$ cat src/dspacc_pkg.sv
// dspacc_pkg: constants and types for the dsp accumulator datapath
// assumes: used by dspacc_core, dspacc_round, dspacc_rnd_if
package dspacc_pkg;
   localparam int ACC_W = 40;
   localparam int WORD_W = 16;
   localparam int GUARD_LO = 32;
   localparam int SIGN40 = 39;
   localparam int SIGN32 = 31;
   localparam int HI_LO = 16;
   localparam int HI_HI = 31;
   localparam logic [39:0] MAX40 = 40'h7F_FFFF_FFFF;
   localparam logic [39:0] MIN40 = 40'h80_0000_0000;
   localparam logic [39:0] MAX32 = 40'h00_7FFF_FFFF;
   localparam logic [39:0] MIN32 = 40'hFF_8000_0000;
   localparam logic [15:0] HALF_LSW = 16'h8000;
   localparam logic [15:0] POS_MAX16 = 16'h7FFF;
   localparam logic [15:0] NEG_MAX16 = 16'h8000;
   localparam logic [15:0] PTR_STEP = 16'h0002;
   localparam logic [39:0] ACC_RESET = 40'h00_0000_0000;
   localparam logic [15:0] PTR_RESET = 16'h0000;

   // operation codes from instruction decode
   typedef enum logic [3:0] {
      OP_NONE = 4'h0, OP_ADD = 4'h1, OP_SUB = 4'h2, OP_LOAD = 4'h3,
      OP_MULACC = 4'h4, OP_MULSUB = 4'h5, OP_MULT = 4'h6, OP_MULNEG = 4'h7,
      OP_DIST = 4'h8, OP_DISTACC = 4'h9, OP_STORE = 4'hA, OP_STORERND = 4'hB
   } dspacc_op_e;

   // pipeline states, one-hot
   typedef enum logic [1:0] {
      ST_IDLE = 2'b01, ST_BUSY = 2'b10
   } dspacc_state_e;
endpackage

$ cat src/dspacc_rnd_if.sv
// dspacc_rnd_if: carries an accumulator into the round/store clamp and back
// assumes: one clock, combinational producer
interface dspacc_rnd_if;
   import dspacc_pkg::*;
   logic [39:0] acc;
   logic doRound;
   logic convergent;
   logic clampEn;
   logic [15:0] result;
   modport core (output acc, output doRound, output convergent, output clampEn, input result);
   modport rnd (input acc, input doRound, input convergent, input clampEn, output result);
endinterface

$ cat src/dspacc_core.sv
// dspacc_core: 40-bit accumulator adder, saturation, flags, store path
// assumes: decode drives opValid/op for one cycle per instruction; operand pre-scaled
// Overview of operation
// - 40-bit adder, instruction picks target accumulator
// - add true data, carry-in 0; subtract complemented, carry-in 1
// - guard flag when bits 39:32 differ
// - guard flags per pass; trap if enabled
// - limit flags updated per pass, sticky
// - unsaturated: bit 39 overflow sets limit flag
// - either flags are OR of both accumulators
// - saturation uses enables and width select
// - 40-bit mode clamps to 40-bit extremes
// - 32-bit mode clamps; guard flags never set
// - catastrophic mode wraps, flags, traps
// - mac class writes back other accumulator
// - write-back direct or indirect with increment
// - round logic combinational, truncate if none
// - conventional round on low word >=8000
// - convergent tie uses accumulator bit 16
// - store truncated or rounded; write-back rounded
// - store clamp leaves accumulator unchanged
// - clamp stored data to 7FFF/8000
// - clamp disabled passes data unmodified
// - add/load accept barrel-shifted operand
// - separate enables for both accumulators, store
module dspacc_core
   import dspacc_pkg::*;
(
   // clock and reset
   input wire logic ref_clk,
   input wire logic rst_b,
   // instruction decode
   input wire logic opValid,
   input wire logic [3:0] op,
   input wire logic targetSecond,
   input wire logic zeroAccSide,
   input wire logic zeroOpSide,
   input wire logic [39:0] operand,
   input wire logic wbEnable,
   input wire logic wbIndirect,
   // core control bits
   input wire logic first_acc_clamp_enable,
   input wire logic second_acc_clamp_enable,
   input wire logic clamp_width_select,
   input wire logic round_style_select,
   input wire logic store_clamp_enable,
   // trap control bits
   input wire logic fatal_overflow_trap_enable,
   input wire logic first_guard_trap_enable,
   input wire logic second_guard_trap_enable,
   // software flag clears
   input wire logic clrFirstLimit,
   input wire logic clrSecondLimit,
   // status
   output logic first_acc_guard_flag,
   output logic second_acc_guard_flag,
   output logic first_acc_limit_flag,
   output logic second_acc_limit_flag,
   output logic either_acc_guard_flag,
   output logic either_acc_limit_flag,
   output logic trapReq,
   // accumulators
   output logic [39:0] first_accumulator,
   output logic [39:0] second_accumulator,
   // x bus write
   output logic xWrite,
   output logic [15:0] xAddr,
   output logic [15:0] xData,
   output logic [15:0] writeback_pointer_reg
);
   // ----------------------------------------
   // state
   // ----------------------------------------
   typedef struct packed {
      dspacc_state_e st;
      logic [1:0][39:0] acc;
      logic [1:0] guard;
      logic [1:0] limit;
      logic eitherGuard;
      logic eitherLimit;
      logic trap;
      logic xWr;
      logic [15:0] xAd;
      logic [15:0] xDa;
      logic [15:0] ptr;
   } dspacc_core_s;

   dspacc_core_s state_q;
   dspacc_core_s state_d;

   dspacc_rnd_if rndIf ();

   dspacc_round u_round (
      .port(rndIf.rnd)
   );

   // ----------------------------------------
   // adder and saturation
   // ----------------------------------------
   logic tgt;
   logic isAdd;
   logic isSub;
   logic isLoad;
   logic isMulClass;
   logic isStore;
   logic passes;
   logic [39:0] srcAcc;
   logic [39:0] sideA;
   logic [39:0] sideB;
   logic carryIn;
   logic [40:0] sum;
   logic [39:0] res;
   logic ovf39;
   logic ovf31;
   logic guardHit;
   logic satEn;
   logic [39:0] finalVal;
   logic limitHit;
   logic [1:0] guardTe;

   always_comb begin
      tgt = targetSecond;
      isAdd = op == OP_ADD || op == OP_MULACC || op == OP_MULT || op == OP_DIST || op == OP_DISTACC;
      isSub = op == OP_SUB || op == OP_MULSUB || op == OP_MULNEG;
      isLoad = op == OP_LOAD;
      isMulClass = op == OP_MULACC || op == OP_MULSUB;
      isStore = op == OP_STORE || op == OP_STORERND;
      passes = opValid && (isAdd || isSub || isLoad);
      srcAcc = state_q.acc[tgt];
      // plain multiply, load and distance start from zero
      sideA = (zeroAccSide || isLoad || op == OP_MULT || op == OP_MULNEG || op == OP_DIST)
         ? ACC_RESET : srcAcc;
      // operand already scaled by the barrel shifter for add and load
      sideB = zeroOpSide ? ACC_RESET : operand;
      carryIn = 1'b0;
      if (isSub) begin
         sideB = ~sideB;
         carryIn = 1'b1;
      end
      sum = {1'b0, sideA} + {1'b0, sideB} + {40'h00_0000_0000, carryIn};
      res = sum[39:0];
      ovf39 = (sideA[SIGN40] == sideB[SIGN40]) && (res[SIGN40] != sideA[SIGN40]);
      ovf31 = res[39:SIGN32] != {9{res[SIGN40]}};
      guardHit = res[39:GUARD_LO] != {8{res[SIGN40]}};
      satEn = tgt ? second_acc_clamp_enable : first_acc_clamp_enable;
      finalVal = res;
      limitHit = ovf39;
      if (satEn && !clamp_width_select) begin
         if (ovf39) begin
            finalVal = sideA[SIGN40] ? MIN40 : MAX40;
         end
      end else if (satEn && clamp_width_select) begin
         limitHit = ovf39 || ovf31;
         if (limitHit) begin
            finalVal = (ovf39 ? sideA[SIGN40] : res[SIGN40]) ? MIN32 : MAX32;
         end
         guardHit = 1'b0;
      end
      // catastrophic mode: finalVal stays wrapped
      guardTe = {second_guard_trap_enable, first_guard_trap_enable};
   end

   // ----------------------------------------
   // round and store hookup
   // ----------------------------------------
   always_comb begin
      rndIf.acc = isStore ? state_q.acc[tgt] : state_q.acc[~tgt];
      rndIf.doRound = op != OP_STORE;
      rndIf.convergent = round_style_select;
      rndIf.clampEn = store_clamp_enable;
   end

   // ----------------------------------------
   // next state
   // ----------------------------------------
   always_comb begin
      state_d = state_q;
      state_d.st = opValid ? ST_BUSY : ST_IDLE;
      state_d.trap = 1'b0;
      state_d.xWr = 1'b0;
      // software clear, set below wins
      if (clrFirstLimit) state_d.limit[0] = 1'b0;
      if (clrSecondLimit) state_d.limit[1] = 1'b0;
      if (passes) begin
         state_d.acc[tgt] = finalVal;
         state_d.guard[tgt] = guardHit;
         if (limitHit) begin
            state_d.limit[tgt] = 1'b1;
         end
         state_d.trap = (guardHit && guardTe[tgt])
            || (limitHit && !satEn && fatal_overflow_trap_enable);
      end
      if (opValid && isMulClass && wbEnable) begin
         state_d.xDa = rndIf.result;
         if (wbIndirect) begin
            state_d.xWr = 1'b1;
            state_d.xAd = state_q.ptr;
            state_d.ptr = state_q.ptr + PTR_STEP;
         end else begin
            state_d.ptr = rndIf.result;
         end
      end else if (opValid && isStore) begin
         state_d.xWr = 1'b1;
         state_d.xAd = state_q.ptr;
         state_d.xDa = rndIf.result;
      end
      state_d.eitherGuard = state_d.guard[0] | state_d.guard[1];
      state_d.eitherLimit = state_d.limit[0] | state_d.limit[1];
   end

   always_ff @(posedge ref_clk) begin
      if (!rst_b) begin
         state_q <= '{st: ST_IDLE, acc: {ACC_RESET, ACC_RESET}, ptr: PTR_RESET, default: '0};
      end else begin
         state_q <= state_d;
      end
   end

   // ----------------------------------------
   // outputs
   // ----------------------------------------
   assign first_acc_guard_flag = state_q.guard[0];
   assign second_acc_guard_flag = state_q.guard[1];
   assign first_acc_limit_flag = state_q.limit[0];
   assign second_acc_limit_flag = state_q.limit[1];
   assign either_acc_guard_flag = state_q.eitherGuard;
   assign either_acc_limit_flag = state_q.eitherLimit;
   assign trapReq = state_q.trap;
   assign first_accumulator = state_q.acc[0];
   assign second_accumulator = state_q.acc[1];
   assign xWrite = state_q.xWr;
   assign xAddr = state_q.xAd;
   assign xData = state_q.xDa;
   assign writeback_pointer_reg = state_q.ptr;
endmodule

$ cat src/dspacc_round.sv
// dspacc_round: combinational round to 1.15 plus store clamp
// assumes: inputs are stable within the cycle
module dspacc_round
   import dspacc_pkg::*;
(
   // link to core
   dspacc_rnd_if.rnd port
);
   logic [15:0] hiWord;
   logic [15:0] loWord;
   logic inc;
   logic [16:0] sum;
   logic [24:0] full;

   always_comb begin
      hiWord = port.acc[HI_HI:HI_LO];
      loWord = port.acc[HI_LO-1:0];
      inc = 1'b0;
      if (port.doRound) begin
         inc = loWord[WORD_W-1];
         if (port.convergent && loWord == HALF_LSW) begin
            inc = port.acc[HI_LO];
         end
      end
      sum = {1'b0, hiWord} + {16'h0000, inc};
      // sign from bit 39, round carry lands in the integer part
      full = {port.acc[SIGN40], port.acc[SIGN40:HI_LO]} + {24'h00_0000, inc};
      port.result = sum[15:0];
      if (port.clampEn) begin
         if (!port.acc[SIGN40] && full[24:15] != 10'h000) begin
            port.result = POS_MAX16;
         end else if (port.acc[SIGN40] && full[24:15] != 10'h3FF) begin
            port.result = NEG_MAX16;
         end
      end
   end
endmodule

$ cat config.mk
export PLATFORM = sky130hd
export DESIGN_NAME = dspacc_core
export DESIGN_NICKNAME = d
export VERILOG_FILES = /design/src/dspacc_pkg.sv /design/src/dspacc_rnd_if.sv /design/src/dspacc_core.sv /design/src/dspacc_round.sv
export SDC_FILE = /design/constraint.sdc
export NUM_CORES = 1
export LEC_CHECK = 0
export BUFFER_PORTS_ARGS = -buffer_cell sky130_fd_sc_hd__buf_2
export CORE_MARGIN = 2
export CORE_UTILIZATION = 35
export DETAILED_ROUTE_END_ITERATION = 6
export SLEW_MARGIN = 30
export SYNTH_ARGS = -nofsm -noshare
export SYNTH_HDL_FRONTEND = slang
export SYNTH_SLANG_ARGS = --single-unit
$ cat constraint.sdc
create_clock -name ref_clk -period 9.06 [get_ports ref_clk]
set_input_delay 0.453 -clock ref_clk [delete_from_list [all_inputs] [get_ports ref_clk]]
set_output_delay 0.453 -clock ref_clk [all_outputs]
set_load 0.02 [all_outputs]
# Yosys cells after proc, flatten, opt, wreduce, memory -nomap -nowiden

Index checks and enable logic that the tools add are counted.

Logic and storage cells: 122
Input bits: 62
Register bits: 136

Equal/unequal tests: 19
Bitwise gates (word level): 5
Order comparisons: 3
Muxes and demuxes: 42
Add/subtract/negate cells: 5
Reduce and logical (&&, ||, !) cells: 37

Operators with widths:

| cell                                          | number |
|---|---|
| two-way mux 40 bit                            | 15 |
| bitwise mux 80 bit                            | 1 |
| two-way mux 33 bit                            | 2 |
| two-way mux 16 bit                            | 4 |
| adder 40 x 1 -> 40 bit                        | 1 |
| adder 40 bit                                  | 1 |
| demux 40 bit (select 1 bit)                   | 1 |
| NOT 40 bit                                    | 1 |
| adder 24 x 2 -> 25 bit                        | 1 |
| two-way mux 17 bit                            | 1 |
| adder 16 x 1 -> 16 bit                        | 1 |
| adder 16 x 2 -> 16 bit, second input constant | 1 |
| == test 16 bit, second input constant         | 1 |
| == test 4 x 3 -> 1 bit, second input constant | 4 |
| == test 4 bit, second input constant          | 4 |
| logical OR 1 bit                              | 16 |
| logical AND 1 bit                             | 14 |
| two-way mux 1 bit                             | 14 |
| != test 10 bit, second input constant         | 1 |
| nonzero test 10 bit                           | 1 |
| == test 4 x 2 -> 1 bit, second input constant | 2 |
| != test 8 bit                                 | 1 |
| != test 7 bit                                 | 1 |
| == test 4 x 1 -> 1 bit, second input constant | 1 |
| other kinds (16)                              | 21 |

# Depth between registers and ports, before layout

Gate-level depths: netlist of run 1.

Depth after elaboration: 16
Mapped depth: 29
Gate-level depth less buffers: 22

# Hierarchy

Synthesis of run 1 repeated with hierarchy kept, for this count alone.

Cell total of the unflattened synthesis: 1,382
Area, all modules: 10,731.5 µm²

Modules (own cells, without submodules):

| module       | area an instance (µm²) | times used | sequential area each (µm²) | cells each |
|---|---|---|---|---|
| dspacc_core  | 9,918.3                | 1          | 2,722.6                    | 1,270 |
| dspacc_round | 813.3                  | 1          | 0.0                        | 112 |

# Worst setup path before layout of run 1

Ideal clock, no wire load.

Kind: input to register
Start: input op[2]
End: register state_q, in the netlist second_accumulator[33]
Stages: 28
Library setup time: 0.119 ns
Buffers on the path: 6
Slack: 2.547 ns
Arrival: 6.395 ns
Path through: buf_4 -> nand2_1 -> o2bb2ai_1 -> clkbuf_1 -> clkbuf_1 -> xnor2_1 -> ha_1 -> clkbuf_1 -> nand4_1 -> or3_1 -> nor3_1 -> nand2b_1 -> or3_1 -> a21boi_1 -> o21a_1 -> o21ai_0 -> nand2b_1 -> a21oi_1 -> fa_1 -> clkbuf_1 -> nor2_1 -> mux2i_1 -> or4_4 -> a21oi_4 -> a211o_1 -> buf_6 -> nand3_1 -> o221a_2

Longest elaborated chain between the ends: 16
Elaborated cells between the ends (all ways): 40
Those cells by class: add/sub: 2; eq/ne: 12; mux: 11; reduce/logical: 15

RTL lines:

| element                       | line               | source |
|---|---|---|
| start: declaration            | dspacc_core.sv:34  | `input wire logic [3:0] op,` |
| == test 4 x 2 -> 1 bit        | dspacc_core.sv:125 | `isLoad = op == OP_LOAD;` |
| logical OR 1 bit (4 in a row) | dspacc_core.sv:131 | `sideA = (zeroAccSide \|\| isLoad \|\| op == OP_MULT \|\| op == OP_MULNEG \|\| op == OP_DIST)` |
| two-way mux 40 bit            | dspacc_core.sv:132 | `? ACC_RESET : srcAcc;` |
| adder 40 bit                  | dspacc_core.sv:140 | `sum = {1'b0, sideA} + {1'b0, sideB} + {40'h00_0000_0000, carryIn};` |
| adder 40 x 1 -> 40 bit        | dspacc_core.sv:140 |  |
| != test 1 bit                 | dspacc_core.sv:142 | `ovf39 = (sideA[SIGN40] == sideB[SIGN40]) && (res[SIGN40] != sideA[SIGN40]);` |
| logical AND 1 bit             | dspacc_core.sv:142 |  |
| two-way mux 1 bit             | dspacc_core.sv:155 | `finalVal = (ovf39 ? sideA[SIGN40] : res[SIGN40]) ? MIN32 : MAX32;` |
| two-way mux 40 bit            | dspacc_core.sv:155 |  |
| two-way mux 40 bit            | dspacc_core.sv:154 | `if (limitHit) begin` |
| two-way mux 40 bit            | dspacc_core.sv:152 | `end else if (satEn && clamp_width_select) begin` |
| two-way mux 40 bit            | dspacc_core.sv:148 | `if (satEn && !clamp_width_select) begin` |
| bitwise mux 80 bit            | dspacc_core.sv:185 | `state_d.acc[tgt] = finalVal;` |
| end signal: assignment        | dspacc_core.sv:215 | `state_q <= state_d;` |
| end: declaration              | dspacc_core.sv:88  | `dspacc_core_s state_q;` |

Parallel ways exist; a longest one is shown, timed or not.
A chain may end at the register's enable or synchronous reset.

# Worst setup path in the final report of run 1

Start: input op[1]
End: register state_q, in the netlist second_accumulator[35]

Same word-level chain as after synthesis.

==> out/summary.txt, run 1 <==
Vias in the first global route: 10.5k
Fin Setup TNS: 0 ns
Core box area: 29700 um^2
CTS sink count: 136
# setup viols final: 0
Gpl congestion: 0.963
Postcts setup bufs: 0
Fin nets: 1651
Hold Path Stages: 3
Critical path endpoint category: flop
TritonCTS buffer count: 17
WL final: 38.5 mm
Vias per cell: 5.72
Pre-Repair DR Iteration Count: 5
Clk Latency, worst-skew pair: 0.44 ns
GRT overflow: 0
Final period util: 76.9%
DRC: 0
Syn Area/Cell: 7.57 um^2
First-pass GRT wire length: 59.3 mm
Yosys reg bits: 136
Fraction of registers with async set/reset: 0%
Initial drt markers: 1036
Gate Count Post-Synth: 1399
CP Class: in2reg
CTS tree: yes
Critical Path Start Type: input pin
Max Cap Viol: 0
Hold EP: trapReq
Reg2reg end: second_accumulator[35]
Fin Hold WS: 0.299 ns
RSZ-0062 raised after global routing: no
Hold path start: fatal_overflow_trap_enable
Inserted Diodes: 0
Pin count of the biggest net entering global routing: 60
Die ar.: 31700 um^2
Min Tclk post-route: 6.97 ns
Synth area leader: dfxtp_1
Worst R2R Path Depth: 21
EDFF count, synth: 0
Die width: 178 um
Initial antenna violation count: 0
Worst-path clk slew: 0.07 ns
Antenna Nets Post-Route: 0
# H-tree levels: 4
Peak VDD IR: 120 uV
Worst hold path class: in2reg
Worst Path Arrival: 7.30 ns
Pwr dens: 150 nW/um^2
Lkg Pwr: 5.08 nW
Data required, critical path: 9.39 ns
Via count: 11.1k
Clock Skew: 0.0138 ns
GRT Resource Usage Total: 24.0%
Die Height: 178 um
Worst slew margin: 38.3%
Reg-to-reg setup timing slack: 2.67 ns
CTS Root Cell: clkbuf_16
Dominant synthesized flop cell: dfxtp_1
Port buffer count: 197
CTS Hold Bufs: 0
Area growth syn-to-layout: 17.2%
Reg-to-Reg Start: first_accumulator[26]
Top-count cell post-synth: nand2_1
Initial Util: 35.6%
FP Rows: 63
Synth Cell Area: 10600 um^2
Fmax: 143 MHz
Status: completed
Ratio of cells with drive above 1 in the final layout: 19.2%
WL/cell: 19.7 um
Synth top cells by count: nand2_1, dfxtp_1, a21oi_1
Total I/O pin count: 198
Synth Net Count: 1504
Top post-synthesis cells by area: dfxtp_1, nand2_1, a21oi_1, mux2i_1, xnor2_1
Synth cell types: 82
CP max FO: 31
Final hold violations: 0
Least-Margin Pin Slew: 0.899 ns
Final Max Tran Viols: 0
Estimated wirelength of the detail-placed design: 30.4 mm
Seq/Total Area, Yosys: 25.7%
Warnings, synthesis: 0
Clock Tree Buf Depth: 2
Top cell type's share of synthesized area: 25.7%
Number of gates resized after cts: 0
## metrics by stage
step | power [mW] | util [%] | setup WS [ns] | instance area (um^2) | instances
floorplan | 1.02 | - | 2.55 | 10600 | 1399
global placement | 1.19 | 39.8 | 1.72 | 11800 | 1917
detailed placement | 1.19 | 39.9 | 1.59 | 11800 | 1917
CTS | 1.86 | 41.8 | 2.03 | 12400 | 1949
global route | 1.94 | 41.8 | 1.59 | 12400 | 1949
finish | 1.86 | 41.8 | 2.09 | 12400 | 1949
## layout by cell type (no fill, tap or decap), types with 24 or more instances in the layout
cell type  netlist  final
a21oi_1        128    128
buf_2            8    197
dfxtp_1        136    136
ha_1            41     41
mux2i_1         62     62
nand2_1        211    211
nand2b_1        49     49
nand3_1         58     58
nand4_1         24     24
nor2_1         111    108
nor3_1          24     24
o211ai_1        42     42
o21ai_0         81     81
xnor2_1         69     69
xor2_1          27     27
## cell type report
class,count,area (um^2)
Fill cell,3094,17300
Clock inverter,15,144
Clock buffer,17,425
Sequential cell,136,2720
Inverter,15,56.3
Tap cell,390,488
Timing Repair Buffer,210,1080
Multi-Input combinational cell,1166,7490
## metal layers
metal	up-vias	global-route usage (%)	routed length (um)
met5	-	0	0
met4	0	7.62	909
met3	56	3.90	2470
met2	441	38.5	17500
met1	5277	32.7	17600
li1	5374	-	-
## worst max-delay path by stage
stage | endpoint | from | slack, ns | depth (start not counted)
CTS | second_accumulator[36] | op[1] | 2.03 | 23
global route | second_accumulator[34] | op[1] | 1.59 | 24
floorplan | second_accumulator[33] | op[2] | 2.55 | 28
finish | second_accumulator[35] | op[1] | 2.09 | 24
detailed placement | second_accumulator[35] | op[1] | 1.59 | 23
global placement | second_accumulator[37] | op[1] | 1.72 | 23
## kinds of logic (layout without fill, tap and decap cells)
group	count (synthesis)	in the layout	synth area share, %
simple gates	563	563	25.8
fa+ha+maj	43	43	5.22
compound gates	388	388	24.0
buf+inv	97	257	3.78
xor+xnor	98	98	8.35
mux	74	74	7.17
flops	136	136	25.7
## report_power, final
group,leakage (nW),internal [mW],total [mW],switching [mW]
Clock,0.277,0.366,0.674,0.308
Combinational,3.70,0.178,0.511,0.334
Sequential,1.11,0.629,0.675,0.0460
## worst max-delay path, cell delays in order
cell and delay, ns:
buf_2 0.15, nor2b_1 0.35, o2bb2ai_4 0.28, buf_4 0.50, xnor2_1 0.17, ha_1 0.49
nand2_1 0.15, or3_1 0.38, nor3_1 0.36, nand2b_1 0.14, or3_1 0.38, a21boi_1 0.27
o21a_1 0.14, o21ai_0 0.06, nand2b_1 0.08, a21oi_1 0.08, fa_1 0.61, nor2b_1 0.17
mux2i_1 0.10, or4_4 0.46, a21oi_4 0.24, a211o_1 0.56, nand3_1 0.35, o221a_2 0.34
Note: power is estimated with default switching activity, not from simulation.
==> inputs of run 2 (changes only) <==
Clock period 9.06 ns to 5.9 ns, I/O delays scaled along.
==> run 2 against run 1 <==
Clock skew up 0.0072 ns. Combinational power up 70%. Critical path depth shrank 3. Wire length increased by 0.35%. Total power up 62%. Register-to-register slack got worse by 2.5 ns. Count of clock-buffer cells in the layout unchanged. Hold slack lost 0.16 ns. Non-clock buffer count rose by 95. Die area is the same. Sequential power grew 53%.
==> out/summary.txt, run 2 (synthesis gave the netlist of run 1 again) <==
Peak VDD IR: 185 uV
Vias per cell: 5.61
WL/cell: 18.9 um
Fin nets: 1746
Buf+Inv Stages, Crit Path: 1
Clock Skew: 0.0210 ns
Gpl congestion: 0.928
Die width: 178 um
Area growth syn-to-layout: 25.1%
Estimated wirelength of the detail-placed design: 31.1 mm
Least-Margin Pin Slew: 0.862 ns
Commonest cells after routing, fill and taps aside: nand2_1, buf_2, dfxtp_1
CTS sink count: 136
Most common cell after layout, fill and taps aside: nand2_1
Via count: 11.5k
Worst R2R Path Depth: 21
CTS Root Cell: clkbuf_16
# setup viols final: 0
Die Height: 178 um
Clock Tree Buf Depth: 2
Ratio of cells with drive above 1 in the final layout: 23.9%
Critical Path Start Type: flop
Reg-to-reg setup timing slack: 0.21 ns
TritonCTS buffer count: 17
Worst path cell trace: mux2i_1 -> nor2_1 -> buf_4 -> ha_1 -> nand4_1 -> or3_1 -> nor3_1 -> nand2b_1 -> or3_1 -> a21boi_1 -> o21a_1 -> o21ai_0 -> nand2b_1 -> a21oi_1 -> fa_1 -> or3_1 -> nand2_1 -> a21oi_4 -> a211oi_1 -> nor2_1 -> a32o_1
FP Rows: 63
Peak per-stage delay on the critical path: 0.76 ns
CP top delay family: simple AND/OR/NAND/NOR gates
Vias in the first global route: 10.6k
Area of the multi-input gates: 7510 um^2
Final hold violations: 0
GRT Resource Usage Total: 24.0%
Hold EP: trapReq
Data required, critical path: 6.21 ns
Pre-CTS WS: -0.107 ns
Status: completed
Core box area: 29700 um^2
Pwr dens: 228 nW/um^2
Initial Util: 35.6%
Fmax: 176 MHz
Crit path from: second_accumulator[28]
DRC: 0
Most Frequent Cell on Critical Path: or3_1
Antenna Nets Post-Route: 0
First-pass GRT wire length: 60.0 mm
RSZ-0062 raised after global routing: yes
Inserted Diodes: 0
Lkg Pwr: 5.60 nW
Clk Latency, worst-skew pair: 0.43 ns
CTS tree: yes
Initial drt markers: 1191
Reg area: 2720 um^2
Reg-to-Reg Start: second_accumulator[28]
Critical path endpoint category: flop
Port buffer count: 197
Min Tclk post-route: 5.69 ns
Hold Path Stages: 3
Pre-Repair DR Iteration Count: 5
Pin count of the biggest net entering global routing: 58
Reg2reg end: second_accumulator[22]
Fillers: 3048
Die ar.: 31700 um^2
Fin util: 44.6%
Hold path start: fatal_overflow_trap_enable
# H-tree levels: 4
Max Cap Viol: 0
WL final: 38.6 mm
CP max FO: 7
Worst Path Arrival: 6.00 ns
Worst-path clk slew: 0.07 ns
Final Max Tran Viols: 0
GRT overflow: 0
Worst slew margin: 40.9%
Worst hold path class: in2reg
Initial antenna violation count: 0
Final worst setup slack: 0.210 ns
Total I/O pin count: 198
CP max-delay cell: a211oi_1
Critical path depth: 21
Final period util: 96.4%
CP Class: reg2reg
==> run 2: cell count changes in the layout (fill, tap and decap cells not counted), moves of 2 or more <==
cell | previous run | this run
bufinv_16 | 0 | 2
inv_6 | 5 | 3
buf_4 | 13 | 104
buf_12 | 0 | 4
==> run 2: layout make-up <==
class	count	share of cell area, %
multi-input cells	1166	56.7
inverters	15	0.425
clock inverters	15	1.49
clock buffers	17	3.21
repair buffers	305	13.9
well taps	390	3.68
flip-flops and latches	136	20.6
==> run 2: how the worst max path moves through the flow <==
stage                              to  slack, ns
4_1_cts        second_accumulator[22]       0.33
2_1_floorplan  second_accumulator[33]      0.002
6_report       second_accumulator[22]       0.21
3_3_place_gp   second_accumulator[22]       0.01
3_5_place_dp   second_accumulator[22]      -0.11
5_1_grt        second_accumulator[23]      -0.01
==> run 2: timing repair <==
action                                  CTS  global route
setup buffers                             0             5
gates resized for setup                   0             2
endpoints found under the setup margin    0            72
hold buffers                              0             0
==> run 2: metrics by stage <==
step	instances	setup TNS (ns)	power [mW]	instance area [um^2]	hold WS [ns]
after CTS	2039	0	3.01	13200	0.130
after global routing	2044	-0.0258	3.16	13200	0.168
after global placement	2007	0	1.89	12600	0.439
final	2044	0	3.02	13200	0.141
after detailed placement	2007	-1.92	1.90	12600	0.443
after floorplan	1399	0	1.57	10600	0.476
==> run 2: worst register-to-register path, stage by stage (launching register included) <==
cell and delay [ns]:
dfxtp_1 0.37, mux2i_1 0.43, nor2_1 0.09, buf_4 0.15
ha_1 0.28, nand4_1 0.12, or3_1 0.40, nor3_1 0.25
nand2b_1 0.10, or3_1 0.36, a21boi_1 0.23, o21a_1 0.14
o21ai_0 0.07, nand2b_1 0.08, a21oi_1 0.08, fa_1 0.54
or3_1 0.43, nand2_1 0.16, a21oi_4 0.07, a211oi_1 0.76
nor2_1 0.18, a32o_1 0.30
==> run 2: routing by layer <==
layer	vias up	GRT usage, %	share of wire (%)
met5	-	0	0
met4	0	6.39	1.9
met3	51	2.57	6.3
met2	462	39.1	46
met1	5399	33.7	46
li1	5564	-	-
==> run 2: report_power, final <==
group	total, mW	internal [mW]	switching, mW
Clock	1.12	0.650	0.472
Combinational	0.871	0.336	0.535
Sequential	1.03	0.966	0.0597
Total	3.02	1.95	1.07
